[src/design/asw_pkg.sv]
package asw_pkg;

  // ----------------------------------------------------------------
  // Word geometry
  // ----------------------------------------------------------------
  localparam int WORD_W = 16;

  // ----------------------------------------------------------------
  // Alarm word bit positions
  // ----------------------------------------------------------------
  localparam int ALM_POS_LIMIT  = 0;
  localparam int ALM_CCW_LIMIT  = 1;
  localparam int ALM_CW_LIMIT   = 2;
  localparam int ALM_OVER_TEMP  = 3;
  localparam int ALM_INT_VOLT   = 4;
  localparam int ALM_OVER_VOLT  = 5;
  localparam int ALM_UNDER_VOLT = 6;
  localparam int ALM_OVER_CURR  = 7;
  localparam int ALM_HALL_WIND  = 8;
  localparam int ALM_ENCODER    = 9;
  localparam int ALM_COMM_ERR   = 10;
  localparam int ALM_BAD_FLASH  = 11;

  // Alarm bits that are drive faults and disable the motor.
  localparam logic [15:0] ALM_FAULT_MASK = 16'h0BA8;

  // ----------------------------------------------------------------
  // Status word bit positions
  // ----------------------------------------------------------------
  localparam int STS_ENABLED    = 0;
  localparam int STS_SAMPLING   = 1;
  localparam int STS_FAULT      = 2;
  localparam int STS_IN_POS     = 3;
  localparam int STS_MOVING     = 4;
  localparam int STS_JOGGING    = 5;
  localparam int STS_STOPPING   = 6;
  localparam int STS_WAIT_INPUT = 7;
  localparam int STS_SAVING     = 8;
  localparam int STS_ALARM      = 9;
  localparam int STS_HOMING     = 10;
  localparam int STS_WAIT_TIME  = 11;
  localparam int STS_WIZARD     = 12;
  localparam int STS_ENC_CHECK  = 13;
  localparam int STS_PROGRAM    = 14;
  localparam int STS_INIT       = 15;

  // ----------------------------------------------------------------
  // Reply characters (ASCII)
  // ----------------------------------------------------------------
  localparam logic [7:0] CH_EQUALS  = 8'h3D;
  localparam logic [7:0] CH_ZERO    = 8'h30;
  localparam logic [7:0] CH_HEX_A   = 8'h37;   // 'A' minus ten.
  localparam logic [7:0] CH_CR      = 8'h0D;

  // Prefix characters echoed before the value.
  localparam logic [7:0] ALM_PFX0 = 8'h41;
  localparam logic [7:0] ALM_PFX1 = 8'h4C;
  localparam logic [7:0] STS_PFX0 = 8'h53;
  localparam logic [7:0] STS_PFX1 = 8'h43;
  localparam logic [7:0] RD_PFX0  = 8'h52;
  localparam logic [7:0] RD_PFX1  = 8'h4C;
  localparam logic [7:0] ALM_REG  = 8'h66;
  localparam logic [7:0] STS_REG  = 8'h73;

  // Number of decimal digits for a 16-bit value.
  localparam int DEC_DIGITS = 5;

  // ----------------------------------------------------------------
  // Query kinds
  // ----------------------------------------------------------------
  typedef enum logic [1:0] {
    ASW_QRY_ALARM_HEX,
    ASW_QRY_STATE_HEX,
    ASW_QRY_ALARM_DEC,
    ASW_QRY_STATE_DEC
  } asw_query_t;

endpackage

[src/design/asw_sync.sv]
`timescale 1ns/1ps

// Two-stage synchroniser for a bundle of asynchronous levels.
module asw_sync #(
  parameter int W = 16
) (
  input  wire logic         core_clk,
  input  wire logic         sys_rst,
  input  wire logic [W-1:0] async_in,
  output logic      [W-1:0] sync_out
);

  logic [W-1:0] meta_q;
  logic [W-1:0] meta_d;
  logic [W-1:0] sync_q;
  logic [W-1:0] sync_d;

  // ----------------------------------------------------------------
  // Next values
  // ----------------------------------------------------------------
  // The first stage feeds only the second one.
  always_comb begin
    meta_d = async_in;
    sync_d = meta_q;
  end

  // ----------------------------------------------------------------
  // Registers
  // ----------------------------------------------------------------
  // Both stages clear so that no condition shows before inputs settle.
  always_ff @(posedge core_clk) begin
    if (sys_rst) begin
      meta_q <= '0;
      sync_q <= '0;
    end else begin
      meta_q <= meta_d;
      sync_q <= sync_d;
    end
  end

  assign sync_out = sync_q;

endmodule

[src/design/asw_bin2dec.sv]
`timescale 1ns/1ps

// Serial double-dabble converter: 16-bit binary to five BCD digits.
module asw_bin2dec (
  input  wire logic        core_clk,
  input  wire logic        sys_rst,
  input  wire logic        start,
  input  wire logic [15:0] bin_in,
  output logic             done,
  output logic [19:0]      bcd_out
);

  logic [15:0] sh_q;
  logic [15:0] sh_d;
  logic [19:0] bcd_q;
  logic [19:0] bcd_d;
  logic [4:0]  cnt_q;
  logic [4:0]  cnt_d;
  logic        busy_q;
  logic        busy_d;
  logic        done_q;
  logic        done_d;
  logic [19:0] adj;

  // ----------------------------------------------------------------
  // Next values
  // ----------------------------------------------------------------
  // One bit per cycle keeps the adder count at five small nibble adders.
  always_comb begin
    sh_d   = sh_q;
    bcd_d  = bcd_q;
    cnt_d  = cnt_q;
    busy_d = busy_q;
    done_d = 1'b0;
    adj    = bcd_q;
    for (int i = 0; i < 5; i++) begin
      if (bcd_q[i*4 +: 4] > 4'h4) begin
        adj[i*4 +: 4] = bcd_q[i*4 +: 4] + 4'h3;
      end
    end
    if (start) begin
      sh_d   = bin_in;
      bcd_d  = '0;
      cnt_d  = 5'h10;
      busy_d = 1'b1;
    end else if (busy_q) begin
      bcd_d = {adj[18:0], sh_q[15]};
      sh_d  = {sh_q[14:0], 1'b0};
      cnt_d = cnt_q - 5'h01;
      if (cnt_q == 5'h01) begin
        busy_d = 1'b0;
        done_d = 1'b1;
      end
    end
  end

  // ----------------------------------------------------------------
  // Registers
  // ----------------------------------------------------------------
  always_ff @(posedge core_clk) begin
    if (sys_rst) begin
      sh_q   <= '0;
      bcd_q  <= '0;
      cnt_q  <= '0;
      busy_q <= 1'b0;
      done_q <= 1'b0;
    end else begin
      sh_q   <= sh_d;
      bcd_q  <= bcd_d;
      cnt_q  <= cnt_d;
      busy_q <= busy_d;
      done_q <= done_d;
    end
  end

  assign done    = done_q;
  assign bcd_out = bcd_q;

endmodule

[src/design/asw_alarm_status.sv]
`timescale 1ns/1ps

module asw_alarm_status (
  input  wire logic                  core_clk,
  input  wire logic                  sys_rst,
  input  wire logic [15:0]           alarm_raw,
  input  wire logic                  alarm_clear,
  input  wire logic                  enable_req,
  input  wire logic                  sampling,
  input  wire logic                  in_position,
  input  wire logic                  moving,
  input  wire logic                  jogging,
  input  wire logic                  stopping,
  input  wire logic                  wait_input_cmd,
  input  wire logic                  saving,
  input  wire logic                  homing_cmd,
  input  wire logic                  timed_wait_cmd,
  input  wire logic                  wizard_run,
  input  wire logic                  wizard_enc_chk,
  input  wire logic                  program_run,
  input  wire logic                  initializing,
  input  wire logic                  query_valid,
  input  wire asw_pkg::asw_query_t   query_kind,
  output logic                       query_ready,
  output logic                       reply_valid,
  output logic [7:0]                 reply_char,
  output logic                       reply_last,
  input  wire logic                  reply_ready,
  output logic                       motor_enable,
  output logic                       fault_active,
  output logic [15:0]                alarm_word,
  output logic [15:0]                status_word
);

  // ----------------------------------------------------------------
  // Input synchronisation
  // ----------------------------------------------------------------
  logic [15:0] alarm_s;

  asw_sync #(.W(16)) u_alarm_sync (
    .core_clk (core_clk),
    .sys_rst  (sys_rst),
    .async_in (alarm_raw),
    .sync_out (alarm_s)
  );

  // ----------------------------------------------------------------
  // Alarm word and motor enable
  // ----------------------------------------------------------------
  logic [15:0] alarm_q;
  logic [15:0] alarm_d;
  logic        en_q;
  logic        en_d;
  logic        fault;
  logic [15:0] status_w;

  // Alarms latch until cleared; a condition still present re-sets its bit,
  // so the set wins over a clear arriving in the same cycle.
  // Bits 2, 6 and 9 carry CW limit, under-voltage and encoder fault.
  always_comb begin
    alarm_d = alarm_q;
    if (alarm_clear) begin
      alarm_d = '0;
    end
    alarm_d = alarm_d | alarm_s;
    fault   = |(alarm_q & asw_pkg::ALM_FAULT_MASK);
    en_d    = enable_req;
    if (|(alarm_d & asw_pkg::ALM_FAULT_MASK)) begin
      en_d = 1'b0;
    end
  end

  always_ff @(posedge core_clk) begin
    if (sys_rst) begin
      alarm_q <= '0;
      en_q    <= 1'b0;
    end else begin
      alarm_q <= alarm_d;
      en_q    <= en_d;
    end
  end

  // ----------------------------------------------------------------
  // Status word assembly
  // ----------------------------------------------------------------
  // Status inputs come from logic on this clock and need no synchroniser.
  always_comb begin
    status_w                          = '0;
    status_w[asw_pkg::STS_ENABLED]    = en_q;
    status_w[asw_pkg::STS_SAMPLING]   = sampling;
    status_w[asw_pkg::STS_FAULT]      = fault;
    status_w[asw_pkg::STS_IN_POS]     = in_position;
    status_w[asw_pkg::STS_MOVING]     = moving;
    status_w[asw_pkg::STS_JOGGING]    = jogging;
    status_w[asw_pkg::STS_STOPPING]   = stopping;
    status_w[asw_pkg::STS_WAIT_INPUT] = wait_input_cmd;
    status_w[asw_pkg::STS_SAVING]     = saving;
    status_w[asw_pkg::STS_ALARM]      = |alarm_q;
    status_w[asw_pkg::STS_HOMING]     = homing_cmd;
    status_w[asw_pkg::STS_WAIT_TIME]  = timed_wait_cmd;
    status_w[asw_pkg::STS_WIZARD]     = wizard_run;
    status_w[asw_pkg::STS_ENC_CHECK]  = wizard_enc_chk;
    status_w[asw_pkg::STS_PROGRAM]    = program_run;
    status_w[asw_pkg::STS_INIT]       = initializing;
  end

  assign alarm_word   = alarm_q;
  assign status_word  = status_w;
  assign motor_enable = en_q;
  assign fault_active = fault;

  // ----------------------------------------------------------------
  // Reply engine
  // ----------------------------------------------------------------
  typedef enum {
    ASW_IDLE,
    ASW_CONV,
    ASW_PFX0,
    ASW_PFX1,
    ASW_PFX2,
    ASW_EQ,
    ASW_DIGIT,
    ASW_END
  } asw_state_t;

  asw_state_t          st_q;
  asw_state_t          st_d;
  asw_pkg::asw_query_t kind_q;
  asw_pkg::asw_query_t kind_d;
  logic [15:0]         snap_q;
  logic [15:0]         snap_d;
  logic [19:0]         dig_q;
  logic [19:0]         dig_d;
  logic [2:0]          idx_q;
  logic [2:0]          idx_d;
  logic                conv_start;
  logic                conv_done;
  logic [19:0]         conv_bcd;
  logic                is_dec;
  logic [3:0]          cur_nib;
  logic [7:0]          ch;
  logic [2:0]          first_idx;
  logic [2:0]          ndig;

  asw_bin2dec u_bin2dec (
    .core_clk (core_clk),
    .sys_rst  (sys_rst),
    .start    (conv_start),
    .bin_in   (snap_q),
    .done     (conv_done),
    .bcd_out  (conv_bcd)
  );

  assign is_dec = (kind_q == asw_pkg::ASW_QRY_ALARM_DEC) ||
                  (kind_q == asw_pkg::ASW_QRY_STATE_DEC);

  // Highest non-zero digit; zero still sends one digit.
  always_comb begin
    ndig      = is_dec ? 3'(asw_pkg::DEC_DIGITS) : 3'h4;
    first_idx = 3'h0;
    for (int i = 0; i < 5; i++) begin
      if (3'(i) < ndig && dig_q[i*4 +: 4] != 4'h0) begin
        first_idx = 3'(i);
      end
    end
    cur_nib = dig_q[idx_q*4 +: 4];
    if (cur_nib > 4'h9) begin
      ch = {4'h0, cur_nib} + asw_pkg::CH_HEX_A;
    end else begin
      ch = {4'h0, cur_nib} + asw_pkg::CH_ZERO;
    end
  end

  // Query is taken only in idle; the host waits on query_ready.
  always_comb begin
    st_d        = st_q;
    kind_d      = kind_q;
    snap_d      = snap_q;
    dig_d       = dig_q;
    idx_d       = idx_q;
    conv_start  = 1'b0;
    reply_valid = 1'b0;
    reply_char  = 8'h00;
    reply_last  = 1'b0;
    query_ready = (st_q == ASW_IDLE);
    unique case (st_q)
      ASW_IDLE: begin
        if (query_valid) begin
          kind_d = query_kind;
          // One capture of the whole word keeps every bit coherent.
          if (query_kind == asw_pkg::ASW_QRY_ALARM_HEX ||
              query_kind == asw_pkg::ASW_QRY_ALARM_DEC) begin
            snap_d = alarm_q;
          end else begin
            snap_d = status_w;
          end
          st_d = ASW_CONV;
        end
      end
      ASW_CONV: begin
        if (!is_dec) begin
          dig_d = {4'h0, snap_q};
          st_d  = ASW_PFX0;
        end else if (idx_q == 3'h0) begin
          conv_start = 1'b1;
          idx_d      = 3'h1;
        end else if (conv_done) begin
          dig_d = conv_bcd;
          idx_d = 3'h0;
          st_d  = ASW_PFX0;
        end
      end
      ASW_PFX0: begin
        reply_valid = 1'b1;
        unique case (kind_q)
          asw_pkg::ASW_QRY_ALARM_HEX: reply_char = asw_pkg::ALM_PFX0;
          asw_pkg::ASW_QRY_STATE_HEX: reply_char = asw_pkg::STS_PFX0;
          default:                    reply_char = asw_pkg::RD_PFX0;
        endcase
        if (reply_ready) begin
          st_d = ASW_PFX1;
        end
      end
      ASW_PFX1: begin
        reply_valid = 1'b1;
        unique case (kind_q)
          asw_pkg::ASW_QRY_ALARM_HEX: reply_char = asw_pkg::ALM_PFX1;
          asw_pkg::ASW_QRY_STATE_HEX: reply_char = asw_pkg::STS_PFX1;
          default:                    reply_char = asw_pkg::RD_PFX1;
        endcase
        if (reply_ready) begin
          st_d = is_dec ? ASW_PFX2 : ASW_EQ;
        end
      end
      ASW_PFX2: begin
        reply_valid = 1'b1;
        reply_char  = (kind_q == asw_pkg::ASW_QRY_ALARM_DEC) ? asw_pkg::ALM_REG
                                                             : asw_pkg::STS_REG;
        if (reply_ready) begin
          st_d = ASW_EQ;
        end
      end
      ASW_EQ: begin
        reply_valid = 1'b1;
        reply_char  = asw_pkg::CH_EQUALS;
        if (reply_ready) begin
          idx_d = first_idx;
          st_d  = ASW_DIGIT;
        end
      end
      ASW_DIGIT: begin
        reply_valid = 1'b1;
        reply_char  = ch;
        if (reply_ready) begin
          if (idx_q == 3'h0) begin
            st_d = ASW_END;
          end else begin
            idx_d = idx_q - 3'h1;
          end
        end
      end
      ASW_END: begin
        reply_valid = 1'b1;
        reply_char  = asw_pkg::CH_CR;
        reply_last  = 1'b1;
        if (reply_ready) begin
          idx_d = 3'h0;
          st_d  = ASW_IDLE;
        end
      end
    endcase
  end

  // ----------------------------------------------------------------
  // Reply registers
  // ----------------------------------------------------------------
  always_ff @(posedge core_clk) begin
    if (sys_rst) begin
      st_q   <= ASW_IDLE;
      kind_q <= asw_pkg::ASW_QRY_ALARM_HEX;
      snap_q <= '0;
      dig_q  <= '0;
      idx_q  <= '0;
    end else begin
      st_q   <= st_d;
      kind_q <= kind_d;
      snap_q <= snap_d;
      dig_q  <= dig_d;
      idx_q  <= idx_d;
    end
  end

endmodule

[config.mk]
export PLATFORM = sky130hd
export DESIGN_NAME = asw_alarm_status
export DESIGN_NICKNAME = d
export VERILOG_FILES = /design/src/design/asw_pkg.sv /design/src/design/asw_sync.sv /design/src/design/asw_bin2dec.sv /design/src/design/asw_alarm_status.sv
export SDC_FILE = /design/constraint.sdc
export NUM_CORES = 1
export LEC_CHECK = 0
export CORE_ASPECT_RATIO = 0.75
export CORE_MARGIN = 10
export CORE_UTILIZATION = 60
export CTS_BUF_LIST = sky130_fd_sc_hd__clkbuf_16
export DETAILED_ROUTE_END_ITERATION = 16
export DONT_BUFFER_PORTS = 1
export GPL_TIMING_DRIVEN = 0
export PLACE_DENSITY_LB_ADDON = 0.25
export SYNTH_ARGS = -nofsm -noshare
export SYNTH_HDL_FRONTEND = slang
export SYNTH_SLANG_ARGS = --single-unit
[constraint.sdc]
create_clock -name core_clk -period 2.53 [get_ports core_clk]
set_clock_uncertainty 0.05 [all_clocks]
set_input_delay 0.1265 -clock core_clk [delete_from_list [all_inputs] [get_ports core_clk]]
set_output_delay 0.1265 -clock core_clk [all_outputs]
set_load 0.01 [all_outputs]
== Word level (Yosys, flattened, before mapping) ==
Cells that the tools add are included.
Operators by class
  $add $sub $neg: 9
  bitwise gates (word level): 2
  reduce and logical (&&, ||, !) cells: 27
  magnitude comparators: 10
  shift-type cells: 1
  mux-type cells: 54
  equal/unequal tests: 27
Operators by type and width (count)
  $mux W32: 11
  $pmux W32 S8: 1
  $eq A32 B3 Y1 const B: 4
  $eq A32 B2 Y1 const B: 2
  $logic_not A32 Y1: 2
  $mux W16: 4
  $mux W20: 3
  $pmux W8 S6: 1
  $mux W3: 11
  $eq A32 B1 Y1 const B: 1
  $ne A2 B2 Y1 const B: 11
  $gt A4 B3 Y1 const B: 5
  $mux W4: 5
  $reduce_bool A4 Y1: 5
  $shiftx A20 B6 Y4: 1
  $add A4 B2 Y4 const B: 4
  $or A16 B16 Y16: 1
  $reduce_or A16 Y1: 1
  $mux W5: 3
  $add A4 B6 Y7 const B: 2
  $mux W1: 12
  $pmux W3 S4: 1
  $reduce_or A6 Y1: 2
  $pmux W5 S2: 1
  27 further kinds: 36
Word-level totals
  logic and storage cells: 145
  register bits: 165
  output and inout port bits: 45
  input bits: 37

== Longest topological paths before layout ==
  depth in word-level cells: 11
  gate-level depth with buffers: 11
  depth with buffers taken out: 9

== By module ==
A second synthesis with hierarchy kept.
Second synthesis, totals
  cells, all modules: 725
  area, all modules: 6366.1 um2
Modules (own cells, without submodules)
  asw_alarm_status: instances 1, sequential area each 1221.2 um2, cells an instance 391, area an instance 3263.1 um2
  asw_bin2dec: instances 1, sequential area each 860.8 um2, cells an instance 267, area an instance 2239.6 um2
  asw_sync: instances 1, sequential area each 640.6 um2, cells an instance 67, area an instance 863.3 um2

== Least setup slack after synthesis ==
No wires, ideal clock.
  path type: reg2out
  start point: reg idx_q[2]
  end point: out reply_char[6]
  buffers on the path: 2
  stages on the path, launching flop included: 12
  path slack: 442 ps
  arrival time: 1912 ps
  data required time: 2354 ps
  path through: dfxtp_1 buf_6 buf_4 nand3b_1 o21ai_0 o21ai_2 inv_1 ha_1 o32a_1 nand2_1 a21oi_1 o31ai_1
On the way
  word-level cells in the longest chain between the ends: 4
  elaborated cells on any way between the ends: 6
  classes of those cells: add/sub (2); order compare (1); shift (1); mux (2)
Ends and longest elaborated chain
  from (decl): line asw_alarm_status.sv:134  | logic [2:0] idx_q;
  from (signal assigned): line asw_alarm_status.sv:289  | idx_q <= idx_d;
  $shiftx A20 B6 Y4 (*): line asw_alarm_status.sv:166  | cur_nib = dig_q[idx_q*4 +: 4];
  $add A4 B6 Y7 (tied with other cells): line asw_alarm_status.sv:170  | ch = {4'h0, cur_nib} + asw_pkg::CH_ZERO;
  $mux W7 (*): line asw_alarm_status.sv:167  | if (cur_nib > 4'h9) begin
  $pmux W8 S6 (*): line asw_alarm_status.sv:186  | unique case (st_q)
  to (decl): line asw_alarm_status.sv:26  | output logic [7:0] reply_char,
Every way passes the cells marked *; elsewhere a longest branch is shown, timed or not.

== Worst setup path after layout ==
  start point: reg idx_q[2]
  end point: out reply_char[0]
The elaborated chain is that of the path after synthesis.

==> key figures <==
Critical path
  • Arrival time at the worst endpoint: 2.39 ns
  • Cells traversed along the worst timing path: buf_6 -> mux2i_4 -> o21ai_2 -> o21ai_2 -> inv_2 -> ha_2 -> o32a_1 -> nand2_2 -> a211oi_2 -> a211o_1
  • Required time of the critical path: 2.35 ns
  • Cell with the biggest individual delay on the critical path: sky130_fd_sc_hd__a211o_1
  • Slowest Stage Delay on Critical Path: 0.33 ns
  • Dominant cell type by count on the critical path: sky130_fd_sc_hd__o21ai_2
  • Peak fanout along the critical path: 5
  • Startpoint of the lowest-slack register-to-register path: st_q[2]$_SDFFE_PP0P_
  • Type of the setup path with the least slack: flop to output port
  • Crit path launch: idx_q[2]$_SDFFE_PP0P_
  • Kind of start point of the critical path: flop
  • Endpoint kind of the worst setup timing path: output port

Flow run
  • Max-cap check violation count: 0

Routing
  • WL per Instance: 19.5 um
  • Via count: 5463
  • Router iterations before antenna repair: 5
  • Routed Wire Length: 17800 um
  • Violation count after the first detailed-routing iteration: 522
  • Detail-routed via count per cell: 6.00
  • Remaining antenna violation count: 0
  • Final routed DRC violation total: 0

Placed design
  • Worst setup slack before clock tree synthesis: 0.139 ns
  • Quantity of I/O buffers inserted on ports: 0
  • Placer congestion estimate: 0.916
  • HPWL after detailed placement: 12200 um

Global routing
  • Via count of the first global-routing pass: 5456
  • Total GRT Usage: 0.234
  • Initial antenna violation count: 1
  • Maximum number of pins on one net before global-route repair: 17
  • Wire length of the first global-routing pass: 28700 um
  • Overflow left after global routing: 0

STA
  • Worst path setup slack after routing: -0.0353 ns
  • Slew at the pin closest to its max-slew limit: 0.696 ns
  • Max Clk Rate: 390 MHz
  • Share of the clock period used by the worst path: 1.01
  • Fin. max-slew vios: 0
  • Minimum clock period: 2.57 ns
  • Setup repair after global routing missed its margin: yes
  • Total of endpoints with negative setup slack in the final report: 1
  • Hold Worst Slack: 0.00143 ns
  • Hold Vio Cnt, Final: 0
  • TNS Setup: -0.0353 ns
  • Max transition margin: 0.536

Cells and area
  • Utilization of the core after routing: 0.737
  • Fraction of layout cells with a size suffix above 1: 0.152
  • Nets: 814
  • Growth of design area from synthesis to finish: 20.1%

Floorplan
  • Die Span X: 138 um
  • Die Ht: 109 um
  • Rows: 32
  • Core Region: 10300 sq um
  • Effective utilization at floorplan: 0.614
  • Die footprint: 15100 sq um
  • Top-Level Pins: 82

Synthesis
  • Asr flop ratio synth: 0
  • Top_reg_cell synth: sky130_fd_sc_hd__dfxtp_1
  • Post-synthesis cell type count: 59
  • Leading cell types by total area after synthesis: sky130_fd_sc_hd__dfxtp_1 (43%), sky130_fd_sc_hd__mux2i_1 (11%), sky130_fd_sc_hd__a211oi_1 (6.5%)
  • Register area share after synthesis: 0.431
  • Commonest cells in the synthesized netlist: sky130_fd_sc_hd__dfxtp_1 (136), sky130_fd_sc_hd__nor2_1 (104), sky130_fd_sc_hd__mux2i_1 (69)
  • Cell taking the most area after synthesis: sky130_fd_sc_hd__dfxtp_1
  • Syn Inst Count: 695
  • Post-Syn Area per Cell: 9.09 sq um
  • Fraction of synthesized cell area taken by the top area cell type: 0.431
  • Total nets after synthesis: 748
  • Post-synthesis register bit count: 136
  • Count of flip-flops with a built-in enable after synthesis: 0
  • Post-synthesis cell area: 6320 sq um
  • Syn. warnings: 0
  • Library cell with the highest instance count after synthesis: sky130_fd_sc_hd__dfxtp_1

Clocking
  • Clock Tree Buf Depth: 2
  • CTS root buffer: sky130_fd_sc_hd__clkbuf_16
  • CTS tree: yes
  • Clock transition at path regs: 0.06 ns
  • Number of H-tree levels: 4
  • Clock insertion delay at the later pin of the skew report: 0.42 ns
  • Number of buffers added by the clock tree synthesis step: 17
  • CTS sink cnt: 136

Hold path
  • Worst min path class: primary input to flop
  • HP Start: in_position

Pwr
  • Power density normalized to cell area: 980 nW/um^2
  • Maximum vdd ir drop: 0.614 mV
  • Lkg Pwr: 2.93 nW
  • Overall power of the completed layout: 7.44 mW

Status
  • Violations in the final reports: setup timing
  • Outcome: complete, but fails checks
critical path: cells and delay by family (launching register included):
kind	cells	cell delay (ns)
AO/OA/AOI/OAI	5	0.90
buffers and inverters	2	0.18
adder cells (fa/ha/maj)	1	0.18
multiplexers	1	0.24
AND/OR/NAND/NOR	1	0.14
flip-flops	1	0.32
cell families after synthesis:
family | synth area share
AOI/OAI and AO/OA | 0.175
xor gates and xnor gates | 0.0153
adders and majority gates | 0.0317
buffers and inverters | 0.0745
DFF | 0.431
muxes | 0.112
other | 0.000594
and+or+nand+nor | 0.161
registers in the layout, summed over array words and instances, names as in the netlist, 5 cells and up:
signal                 flops
u_bin2dec.bcd_out         20
snap_q                    16
u_alarm_sync.sync_out     16
u_bin2dec.sh_q            16
alarm_word                16
u_alarm_sync.meta_q       16
u_bin2dec.cnt_q            5
dig_q                     20
path summary, 6_finish.rpt:
kind | to | slack (ns) | cells past startpoint
setup / recovery | reply_char[0] | -0.04 | 10
hold / removal | snap_q[3]$_SDFFE_PP0P_ | 0.001 | 2
setup reg to reg | kind_q[1]$_SDFFE_PP0P_ | 0.28 | 8
hold reg to reg | u_alarm_sync.sync_out[11]$_SDFF_PP0_ | 0.39 | 1
final cells by class:
cell class | instances | area (sq um)
multi-input combinational | 467 | 3190
sequential | 136 | 2730
fill | 721 | 2700
timing repair buffer | 47 | 438
clock buffer | 17 | 425
buffer | 65 | 383
tap | 136 | 170
clock inverter | 15 | 154
inverter | 27 | 101
antenna | 1 | 2.50
per-stage QoR:
step | cell area (sq um) | instances
4_1_cts | 7520 | 907
2_1_floorplan | 6320 | 695
6_report | 7590 | 911
5_1_grt | 7590 | 911
3_3_place_gp | 6490 | 831
3_5_place_dp | 6490 | 831
what timing repair did:
item | 4_1_cts | 5_1_grt
pin swaps | 7 | 9
buffers inserted | 10 | 3
setup endpoints to repair | 5 | 6
endpoints found under the hold margin | 40 | 0
hold buffers | 34 | 0
resized for setup | 15 | 10
power breakdown:
part	leakage (nW)	total (mW)	switching, mW	internal [mW]
combinational	1.54	2.32	1.33	0.989
clock	0.278	2.40	1.09	1.31
sequential	1.11	2.71	0.276	2.44
total	2.93	7.44	2.70	4.74
placed cells by master, fill, tap and decap left out, drive strengths merged, types with 34 or more instances in the layout:
cell / n
a211oi: 57
a21oi: 43
buf: 60
clkbuf: 35
dfxtp: 136
dlygate4sd3: 34
inv: 34
mux2i: 69
nor2: 104
nor2b: 35
metal layers:
layer / track usage / wire length (um) / share of wire / up-vias
li1: - / - / - / 2569
met4: 0.0953 / 422 / 0.024 / 0
met3: 0.0621 / 1340 / 0.075 / 46
met5: 0 / 0 / 0 / -
met2: 0.390 / 8350 / 0.47 / 228
met1: 0.285 / 7660 / 0.43 / 2620
No activity file was read; power rests on OpenSTA's default activity.
